==> src/tef_consts.svh <==
/*
 * constants of the transaction event flags block: offsets, bit positions,
 * reset values and error tags. assumes inclusion by bare name.
 */
// What this block does
// - slave op addressed to us finished sets the slave-done flag, bit 20.
// - while slave-done pends, stretch clock low, withhold slave notices and master starts.
// - lost arbitration sets flag bit 24 and records an arbitration error tag unless a bus error comes in the same cycle.
// - releasing data high but seeing low: stop, leave bus, await STOP, retry.
// - the station first driving a lone zero wins arbitration.
// - unexpected START or STOP mid-transfer sets bit 25, tags it, action per operation.
// - master transfer finished without stop request sets flag bit 28.
// - finish without stop: no STOP driven, clock stretched, slave notices withheld until clear.
// - writing one to a clear bit clears its event; zero leaves it; raw is read-only.
// - masked status register sits at offset 0x34 beside raw status.
`ifndef TEF_CONSTS_SVH
`define TEF_CONSTS_SVH

`define TEF_OFS_RAW 8'h30
`define TEF_OFS_MASKED 8'h34
`define TEF_OFS_CLEAR 8'h38
`define TEF_OFS_STATUS 8'h3c
`define TEF_OFS_MASK 8'h40

`define TEF_BIT_SLV_DONE 20
`define TEF_BIT_ARB_LOST 24
`define TEF_BIT_BUS_ERR 25
`define TEF_BIT_MST_NOSTOP 28
`define TEF_IMPL_BITS 32'h1310_0000

`define TEF_RST_RAW 32'h0000_0000
`define TEF_RST_MASK 32'h0000_0000
`define TEF_TAG_W 4
`define TEF_TAG_NONE 4'h0
`define TEF_TAG_ARB_LOST 4'h1
`define TEF_TAG_BUS_ERR 4'h2

`endif

==> src/tef_pkg.sv <==
/*
 * types of the transaction event flags block.
 * assumes nothing of its surroundings.
 */
`default_nettype none
package tef_pkg;
    // wishbone request from the master
    typedef struct packed {
        logic cyc;
        logic stb;
        logic we;
        logic [7:0] adr;
        logic [3:0] sel;
        logic [31:0] dat;
    } tef_wb_req_s;

    // events and levels from the controller core, same clock
    typedef struct packed {
        logic slv_done;
        logic mst_done;
        logic mst_stop_req;
        logic mst_release_hi;
        logic mst_active;
        logic slv_active;
    } tef_core_evt_s;

    typedef enum logic [1:0] {
        ARB_IDLE,
        ARB_WAIT_STOP,
        ARB_RETRY
    } tef_arb_e;
endpackage
`default_nettype wire

==> src/tef_bus_cond.sv <==
/*
 * two-wire line synchroniser with start and stop detection.
 * assumes scl and sda pins come from outside the clock domain.
 */
`default_nettype none
module tef_bus_cond
(
    // clock and reset
    input wire logic sys_clk,
    input wire logic arst_n,
    input wire logic ce,
    // raw pins
    input wire logic scl_in,
    input wire logic sda_in,
    // conditioned lines
    output logic scl_sync,
    output logic sda_sync,
    output logic start_det,
    output logic stop_det
);
    import tef_pkg::*;

    logic [1:0] meta_ff, nxt_meta;
    logic [1:0] sync_ff, nxt_sync;
    logic [1:0] prev_ff, nxt_prev;
    logic start_ff, nxt_start;
    logic stop_ff, nxt_stop;

    // meta stage feeds only the sync stage
    always_comb
    begin
        nxt_meta = {scl_in, sda_in};
        nxt_sync = meta_ff;
        nxt_prev = sync_ff;
        nxt_start = sync_ff[1] && prev_ff[1] && prev_ff[0] && !sync_ff[0];
        nxt_stop = sync_ff[1] && prev_ff[1] && !prev_ff[0] && sync_ff[0];
    end

    always_ff @(posedge sys_clk or negedge arst_n)
    begin
        if (!arst_n)
        begin
            meta_ff <= 2'h3;
            sync_ff <= 2'h3;
            prev_ff <= 2'h3;
            start_ff <= 1'b0;
            stop_ff <= 1'b0;
        end
        else if (ce)
        begin
            meta_ff <= nxt_meta;
            sync_ff <= nxt_sync;
            prev_ff <= nxt_prev;
            start_ff <= nxt_start;
            stop_ff <= nxt_stop;
        end
    end

    assign scl_sync = sync_ff[1];
    assign sda_sync = sync_ff[0];
    assign start_det = start_ff;
    assign stop_det = stop_ff;
endmodule // tef_bus_cond
`default_nettype wire

==> src/tef_event_flags.sv <==
/*
 * transaction event flags: raw and masked event status, clear, mask,
 * error tag, clock stretching, arbitration loss and retry, bus errors.
 * assumes a classic wishbone master and a controller core on sys_clk.
 */
// The Wishbone slave port was decided locally.
`include "tef_consts.svh"
`default_nettype none
module tef_event_flags
(
    // clock, reset, enable
    input wire logic sys_clk,
    input wire logic arst_n,
    input wire logic ce,
    // wishbone slave
    input wire tef_pkg::tef_wb_req_s wb_req,
    output logic [31:0] wb_dat_o,
    output logic wb_ack_o,
    // controller core
    input wire tef_pkg::tef_core_evt_s core_evt,
    output logic mst_start_ok,
    output logic slv_notify_ok,
    output logic stop_inhibit,
    output logic mst_leave_bus,
    output logic mst_retry,
    output logic bus_error_flag_mst_abort,
    output logic bus_error_flag_slv_abort,
    output logic [3:0] error_tag,
    // two-wire pins
    input wire logic scl_in,
    input wire logic sda_in,
    output logic scl_out,
    output logic scl_oe,
    // interrupt
    output logic irq
);
    import tef_pkg::*;

    // flag bits that exist; all others stay zero
    localparam logic [31:0] impl_bits = `TEF_IMPL_BITS;
    logic scl_s, sda_s, start_det, stop_det;
    logic [31:0] raw_ff, mask_ff, nxt_mask;
    wire logic [31:0] nxt_raw;
    logic [31:0] set_vec, clr_vec, masked, rd_mux;
    logic [31:0] dat_ff, nxt_dat;
    logic ack_ff, nxt_ack;
    logic wr_commit, arb_set, bus_error_flag_set;
    logic [3:0] tag_ff, nxt_tag;
    logic stretch_ff, nxt_stretch;
    logic mabort_ff, nxt_mabort, sabort_ff, nxt_sabort;
    tef_arb_e arb_ff, nxt_arb;

    tef_bus_cond u_cond
    (
        .sys_clk(sys_clk),
        .arst_n(arst_n),
        .ce(ce),
        .scl_in(scl_in),
        .sda_in(sda_in),
        .scl_sync(scl_s),
        .sda_sync(sda_s),
        .start_det(start_det),
        .stop_det(stop_det)
    );

    // bus access: ack one cycle after request, write at the ack edge
    assign nxt_ack = wb_req.cyc && wb_req.stb && !ack_ff;
    assign wr_commit = wb_req.cyc && wb_req.stb && wb_req.we && ack_ff;

    assign masked = raw_ff & mask_ff;

    always_comb
    begin
        unique case (wb_req.adr)
            `TEF_OFS_RAW: rd_mux = raw_ff;
            `TEF_OFS_MASKED: rd_mux = masked;
            `TEF_OFS_MASK: rd_mux = mask_ff;
            `TEF_OFS_STATUS: rd_mux = {28'h000_0000, tag_ff};
            default: rd_mux = 32'h0000_0000;
        endcase
        nxt_dat = nxt_ack ? rd_mux : 32'h0000_0000;
    end

    // we released high yet see low while clock high
    assign arb_set = core_evt.mst_release_hi && scl_s && !sda_s && (arb_ff == ARB_IDLE);
    // start or stop inside a transfer
    assign bus_error_flag_set = (start_det || stop_det) && (core_evt.mst_active || core_evt.slv_active);

    always_comb
    begin
        set_vec = 32'h0000_0000;
        set_vec[`TEF_BIT_SLV_DONE] = core_evt.slv_done;
        set_vec[`TEF_BIT_ARB_LOST] = arb_set;
        set_vec[`TEF_BIT_BUS_ERR] = bus_error_flag_set;
        set_vec[`TEF_BIT_MST_NOSTOP] = core_evt.mst_done && !core_evt.mst_stop_req;
        // write one clears, byte lanes honoured
        clr_vec = 32'h0000_0000;
        if (wr_commit && wb_req.adr == `TEF_OFS_CLEAR)
        begin
            clr_vec = wb_req.dat & {{8{wb_req.sel[3]}}, {8{wb_req.sel[2]}},
                                    {8{wb_req.sel[1]}}, {8{wb_req.sel[0]}}};
        end
        nxt_mask = mask_ff;
        if (wr_commit && wb_req.adr == `TEF_OFS_MASK)
        begin
            for (int b = 0; b < 4; b++)
            begin
                if (wb_req.sel[b])
                begin
                    nxt_mask[b*8 +: 8] = wb_req.dat[b*8 +: 8] & impl_bits[b*8 +: 8];
                end
            end
        end
    end

    // set wins over clear; reserved bits stay zero
    genvar gi;
    generate
        for (gi = 0; gi < 32; gi++)
        begin : g_flag
            if (impl_bits[gi])
            begin : g_impl
                assign nxt_raw[gi] = (raw_ff[gi] && !clr_vec[gi]) || set_vec[gi];
            end
            else
            begin : g_rsvd
                assign nxt_raw[gi] = 1'b0;
            end
        end
    endgenerate

    always_comb
    begin
        nxt_tag = tag_ff;
        if (arb_set)
        begin
            nxt_tag = `TEF_TAG_ARB_LOST;
        end
        if (bus_error_flag_set)
        begin
            nxt_tag = `TEF_TAG_BUS_ERR;
        end
        // stretch while slave-done or no-stop pends
        nxt_stretch = nxt_raw[`TEF_BIT_SLV_DONE] || nxt_raw[`TEF_BIT_MST_NOSTOP];
        nxt_mabort = bus_error_flag_set && core_evt.mst_active;
        nxt_sabort = bus_error_flag_set && !core_evt.mst_active && core_evt.slv_active;
        nxt_arb = arb_ff;
        unique case (arb_ff)
            ARB_IDLE: if (arb_set) nxt_arb = ARB_WAIT_STOP;
            ARB_WAIT_STOP: if (stop_det) nxt_arb = ARB_RETRY;
            ARB_RETRY: nxt_arb = ARB_IDLE;
            default: nxt_arb = ARB_IDLE;
        endcase
    end

    always_ff @(posedge sys_clk or negedge arst_n)
    begin
        if (!arst_n)
        begin
            raw_ff <= `TEF_RST_RAW;
            mask_ff <= `TEF_RST_MASK;
            dat_ff <= 32'h0000_0000;
            ack_ff <= 1'b0;
            tag_ff <= `TEF_TAG_NONE;
            stretch_ff <= 1'b0;
            mabort_ff <= 1'b0;
            sabort_ff <= 1'b0;
            arb_ff <= ARB_IDLE;
        end
        else if (ce)
        begin
            raw_ff <= nxt_raw;
            mask_ff <= nxt_mask;
            dat_ff <= nxt_dat;
            ack_ff <= nxt_ack;
            tag_ff <= nxt_tag;
            stretch_ff <= nxt_stretch;
            mabort_ff <= nxt_mabort;
            sabort_ff <= nxt_sabort;
            arb_ff <= nxt_arb;
        end
    end

    assign wb_dat_o = dat_ff;
    assign wb_ack_o = ack_ff;
    assign error_tag = tag_ff;
    // clock held low by open drain
    assign scl_out = 1'b0;
    assign scl_oe = stretch_ff;
    assign mst_start_ok = !stretch_ff;
    assign slv_notify_ok = !stretch_ff;
    // no stop after transfer without stop
    assign stop_inhibit = raw_ff[`TEF_BIT_MST_NOSTOP];
    assign mst_leave_bus = (arb_ff != ARB_IDLE);
    assign mst_retry = (arb_ff == ARB_RETRY);
    assign bus_error_flag_mst_abort = mabort_ff;
    assign bus_error_flag_slv_abort = sabort_ff;
    assign irq = |masked;
endmodule // tef_event_flags
`default_nettype wire

==> config.mk <==
export PLATFORM = sky130hd
export DESIGN_NAME = tef_event_flags
export DESIGN_NICKNAME = d
export VERILOG_FILES = /design/src/tef_pkg.sv /design/src/tef_bus_cond.sv /design/src/tef_event_flags.sv
export VERILOG_INCLUDE_DIRS = /design/src
export SDC_FILE = /design/constraint.sdc
export NUM_CORES = 1
export LEC_CHECK = 0
export ABC_CLOCK_PERIOD_IN_PS = 1400
export BUFFER_PORTS_ARGS = -buffer_cell sky130_fd_sc_hd__buf_2
export CORE_MARGIN = 3
export CORE_UTILIZATION = 39
export DETAILED_ROUTE_END_ITERATION = 12
export PLACE_DENSITY = 0.77
export SYNTH_ARGS = -nofsm -noshare
export SYNTH_HDL_FRONTEND = slang
export SYNTH_SLANG_ARGS = --single-unit
export TNS_END_PERCENT = 20
==> constraint.sdc <==
create_clock -name sys_clk -period 1.4 [get_ports sys_clk]
set_input_delay 0.14 -clock sys_clk [delete_from_list [all_inputs] [get_ports sys_clk]]
set_output_delay 0.14 -clock sys_clk [all_outputs]
set_load 0.05 [all_outputs]
# After elaboration in Yosys (flattened, before gate mapping)
# Cells that the tools add are included.
[op_classes]
n_reduce_logical = 48
n_lt_le_gt_ge = 0
n_eq_ne = 9
div = 0
n_bitwise = 2
n_mux = 8
mul = 0
add_sub_neg = 0
shifts = 0
[ops]
columns = ["op", "count"]
rows = [
  ["case mux 29 bit (4 select lines)", 1],
  ["bitwise AND 29 bit", 2],
  ["equality test 8 x 6 -> 1 bit (second input constant)", 4],
  ["two-way mux 32 bit", 1],
  ["OR reduction 32 bit", 1],
  ["two-way mux 29 bit", 1],
  ["logical AND 1 bit", 23],
  ["logical NOT 1 bit", 10],
  ["AND reduction 3 bit", 3],
  ["equality test 8 x 7 -> 1 bit (second input constant)", 1],
  ["two-way mux 4 bit", 2],
  ["logical OR 1 bit", 7],
  ["two-way mux 2 bit", 2],
  ["case mux 2 bit (2 select lines)", 1],
  ["nonzero test 2 bit", 2],
  ["equality test 2 x 1 -> 1 bit (second input constant)", 1],
  ["equality test 2 bit (second input constant)", 1],
  ["logical NOT 2 bit", 1],
  ["!= test 2 x 1 -> 1 bit (second input constant)", 1],
  ["!= test 2 bit (second input constant)", 1],
  ["AND reduction 2 bit", 1],
]
[totals]
out_inout_bits = 47
register_bits = 58
romBits = 0
elab_cells = 82
memories = 0
ram_bits = 0
latch_bits = 0

# Longest topological paths before layout
[logic_depth]
ltp_word = 9
ltp_mapped = 4

# Modules after synthesis
# From an unflattened synthesis, not the netlist that was laid out.
[hier_totals]
hier_cells = 155
area_unflattened_um2 = 1729.2
[by_module_without_submodules]
columns = ["module", "area_per_inst_um2", "instances", "cells_per_inst", "seq_area_each_um2"]
rows = [
  ["tef_event_flags", 1396.3, 1, 136, 550.5],
  ["tef_bus_cond", 332.8, 1, 19, 207.7],
]

# Least setup slack after synthesis
# Ideal clock, no wire load.
[synth_path]
path_kind = "flip-flop to flip-flop"
startpoint = "register ack_ff, in the netlist wb_ack_o"
endpoint = "register mask_ff[24]"
setup_time_ps = 125
stages_incl_launch_ff = 5
setup_slack_ps = -297
n_path_buf = 0
arrival_ps = 1572
period_less_slack_ps = 1697
cell_sequence = "dfrtp_1 nand4b_1 nor2_1 and3_4 mux2_4"
[synth_via]
elab_chain_len = 3
[synth_rtl]
columns = ["element", "line_no", "source"]
rows = [
  ["from (decl)", "tef_event_flags.sv:46", "logic ack_ff, nxt_ack;"],
  ["from (signal assigned)", "tef_event_flags.sv:175", "ack_ff <= nxt_ack;"],
  ["logical AND 1 bit", "tef_event_flags.sv:68", "assign wr_commit = wb_req.cyc && wb_req.stb && wb_req.we && ack_ff;"],
  ["logical AND 1 bit (no line)", "n/a", ""],
  ["AND reduction 3 bit (no line)", "n/a", ""],
  ["to (signal assigned)", "tef_event_flags.sv:161", "mask_ff <= `TEF_RST_MASK;"],
  ["to (signal assigned)", "tef_event_flags.sv:173", "mask_ff <= nxt_mask;"],
  ["to (decl)", "tef_event_flags.sv:42", "logic [31:0] raw_ff, mask_ff, nxt_mask;"],
]
# No other way between the ends.
# A chain may end at the register's enable or synchronous reset.

# Worst setup path after layout
[layout_path]
startpoint = "register arb_ff[1]"
endpoint = "output port mst_leave_bus"
[layout_via]
elab_chain_len = 1
[layout_rtl]
columns = ["element", "line_no", "source"]
rows = [
  ["from (decl)", "tef_event_flags.sv:51", "tef_arb_e arb_ff, nxt_arb;"],
  ["from (signal assigned)", "tef_event_flags.sv:180", "arb_ff <= nxt_arb;"],
  ["nonzero test 2 bit", "tef_event_flags.sv:194", "assign mst_leave_bus = (arb_ff != ARB_IDLE);"],
  ["to (decl)", "tef_event_flags.sv:24", "output logic mst_leave_bus,"],
]
# No other way between the ends.

==> metrics.yaml <==
power:
  power_mw: 2.61
  power_switching_mw: 0.932
  swShare: 0.357
  power_density_nw_per_um2: 1230
  p_comb_frac: 0.274
  power_leakage_nw: 1.05
  p_int_mw: 1.68
  p_seq_frac: 0.414
  power_frac_clock: 0.312
  ir_worst_vdd_uv: 564
timing:
  drv_slew: 0
  hold_viol_final: 0
  finalCritPeriodShare: 0.975
  skew_ns: 0.00501
  period_minus_slack_ns: 1.37
  rsz0062_at_grt: "false"
  max_freq_mhz: 733
  setup_viol: 0
  hold_slack_ns: 0.0740
run_status:
  status: "complete, no violations"
synth:
  syn_inst: 166
  synth_area_um2: 1710
  ys_seq_elements: 30
  synth_top_family_by_area: "buffers and inverters"
  synth_ff_type: "dfrtp_1"
  synth.avg_cell_area_um2: 10.3
  ys_seq_area_frac: 0.444
  synth_compound_area_frac: 0.136
  yosys-mux-area-fraction: 0.0909
  ys_warn_count: 0
  synth_area_leaders: "dfrtp_1 (35%), buf_4 (13%), dfstp_2 (9.2%)"
  synth_top_cell_area_share: 0.352
  synth_xor_area_frac: 0
  synth-adder-area-share: 0
  synth_edf_count: 0
  synth_async_sr_flop_share: 1.00
  synth-simple-area-share: 0.158
  synth.distinct_cells: 43
  synth_top_area_cell: "dfrtp_1"
placed_design:
  numPortBuffers: 45
  place_inst: 274
  gp_congestion: 0.772
  dpl-instance-area_um2: 2000
  dp_hpwl_mm: 2.85
clock_tree:
  cts_root_buf: "clkbuf_8"
  cts-htree-levels: 2
  clk_pin_slew_ns: 0.06
  cts_tree: "yes"
  cts_buffers: 5
  cts_buffer_depth: 2
  post-cts-setup-buffers: 0
  clock_sinks: 30
  clk_latency_ns: 0.28
setup_path:
  path_class: "reg -> out"
  crit_start: "arb_ff[1]$_DFFE_PN0P_"
  startpoint_type: "flop"
  reg2reg_from: "wb_ack_o$_DFFE_PN0P_"
  crit_cells: 2
  rrSetupSlack_ns: 0.05
  worstPathMaxFanout: 4
  crit_slowest_cell: "dfrtp_1"
  path_delay_family: "flip-flops"
  rr_worst_depth: 4
  cp-end-kind: "output pin"
  crit_buf_inv: 1
  cp_cell_sequence: "or2_2 > buf_4"
  r2r-end: "mask_ff[28]$_DFFE_PN0P_"
  slowest_delay_ns: 0.42
  worstPathRequired_ns: 1.26
  critPathArrivalTime_ns: 1.23
final_layout:
  syn2layout_area_growth_pct: 24.8
  drive_gt1_frac: 0.429
  stdcell_area_um2: 2130
  final_common_cell: "buf_2"
  insertedDiodeCount: 0
  final.fill_count: 406
  final_nets: 290
  final_cell_mix: "buf_2 (44), conb_1 (29), dfrtp_1 (23)"
  final_cells: 283
drt:
  drtIter0Drc: 26
  final_antenna_net_count: 0
  wl_mm: 3.62
  viasPerCell: 4.78
  drc: 0
  vias: 1354
  dr.pass1.iters: 4
  routedWlPerCell_um: 12.8
floorplanning:
  die_y_um: 72.2
  die_area_um2: 5210
  start_util: 0.415
  core-area_um2: 4120
  die_w_um: 72.2
  rows: 23
  num_io_pins: 105
grt:
  grt_max_degree: 31
  overflow: 0
  antenna_found_initial: 0
  first_global_vias: 1290
  grt_pass1_wl_mm: 5.91
  grt_usage: 0.148
min_path:
  worstHoldStart: "wb_req[20]"
  holdPathStages: 2
  min_to: "mask_ff[20]$_DFFE_PN0P_"
  worstHoldPathType: "in -> reg"
run:
  max-cap-violations: 0
## area by class of cell
cell class / instances / area (µm²) / area share
tap: 50 / 62.6 / 0.0294
inverter: 14 / 52.6 / 0.0247
clock buffer: 8 / 110 / 0.0517
multi-input combinational: 117 / 772 / 0.363
sequential: 30 / 759 / 0.357
timing repair buffer: 64 / 373 / 0.175
## logic make-up (layout without fill, tap and decap cells)
logic type,count (synthesis),in the layout
DFF,30,30
muxes,13,13
and+or+nand+nor,42,42
buffers and inverters,47,86
AOI/OAI and AO/OA,33,33
other,1,29
## power groups by stage
stage	logic (mW)	registers [mW]	clock network, mW
after floorplan	0.455	1.21	0
after global placement	0.700	1.09	0
after detailed placement	0.705	1.09	0
after CTS	0.710	1.08	0.834
after global routing	0.766	1.10	0.865
final	0.717	1.08	0.816
## worst max-delay path by stage
| stage | endpoint | slack [ns] |
|---|---|---|
| after floorplan | mask_ff[24]$_DFFE_PN0P_ | -0.09 |
| after detailed placement | mask_ff[25]$_DFFE_PN0P_ | -0.16 |
| final | mst_leave_bus | 0.03 |
| after global routing | irq | 0.0008 |
| after global placement | mask_ff[24]$_DFFE_PN0P_ | -0.13 |
| after CTS | mst_leave_bus | 0.02 |
## what timing repair did
action | 4_1_cts | 5_1_grt
hold buffers | 1 | 0
endpoints found under the hold margin | 24 | 0
endpoints found under the setup margin | 1 | 1
gates resized for setup | 1 | 2
## stage by stage
stage               TNS (ns)  setup WS [ns]   util
finish                     0         0.0349  0.517
global route               0       0.000765  0.517
CTS                        0         0.0173  0.517
detailed placement     -1.03         -0.155  0.486
floorplan             -0.264        -0.0875      -
global placement      -0.859         -0.133  0.486
## synthesized netlist by cell type (all sizes together) (2+ instances only)
library cell   n
a21oi          7
dfrtp         24
mux2          11
nand4          2
nand3          6
nor2           7
a21o           3
nand4b         2
inv           14
mux2i          2
o21ai         11
and3           4
nor3           2
o32ai          3
o22ai          3
buf           31
dfstp          6
nand4bb        2
nand2          6
a22oi          2
clkbuf         2
nor2b          3
## registers in the layout (all words and copies together), names as in the netlist, 2 cells and up
register,count
u_cond.nxt_prev,2
raw_ff,4
mask_ff,4
error_tag,2
arb_ff,2
wb_dat_o,6
u_cond.prev_ff,2
u_cond.meta_ff,2
## layer usage
layer | wire length (µm) | global-route usage | up-vias | part of all wire
met5 | 0 | 0 | - | 0
met4 | 69 | 0.0710 | 0 | 0.019
met3 | 219 | 0.0360 | 8 | 0.060
met2 | 1740 | 0.239 | 49 | 0.48
met1 | 1590 | 0.185 | 645 | 0.44
li1 | - | - | 652 | -
Power figures use the tool's default switching activity.
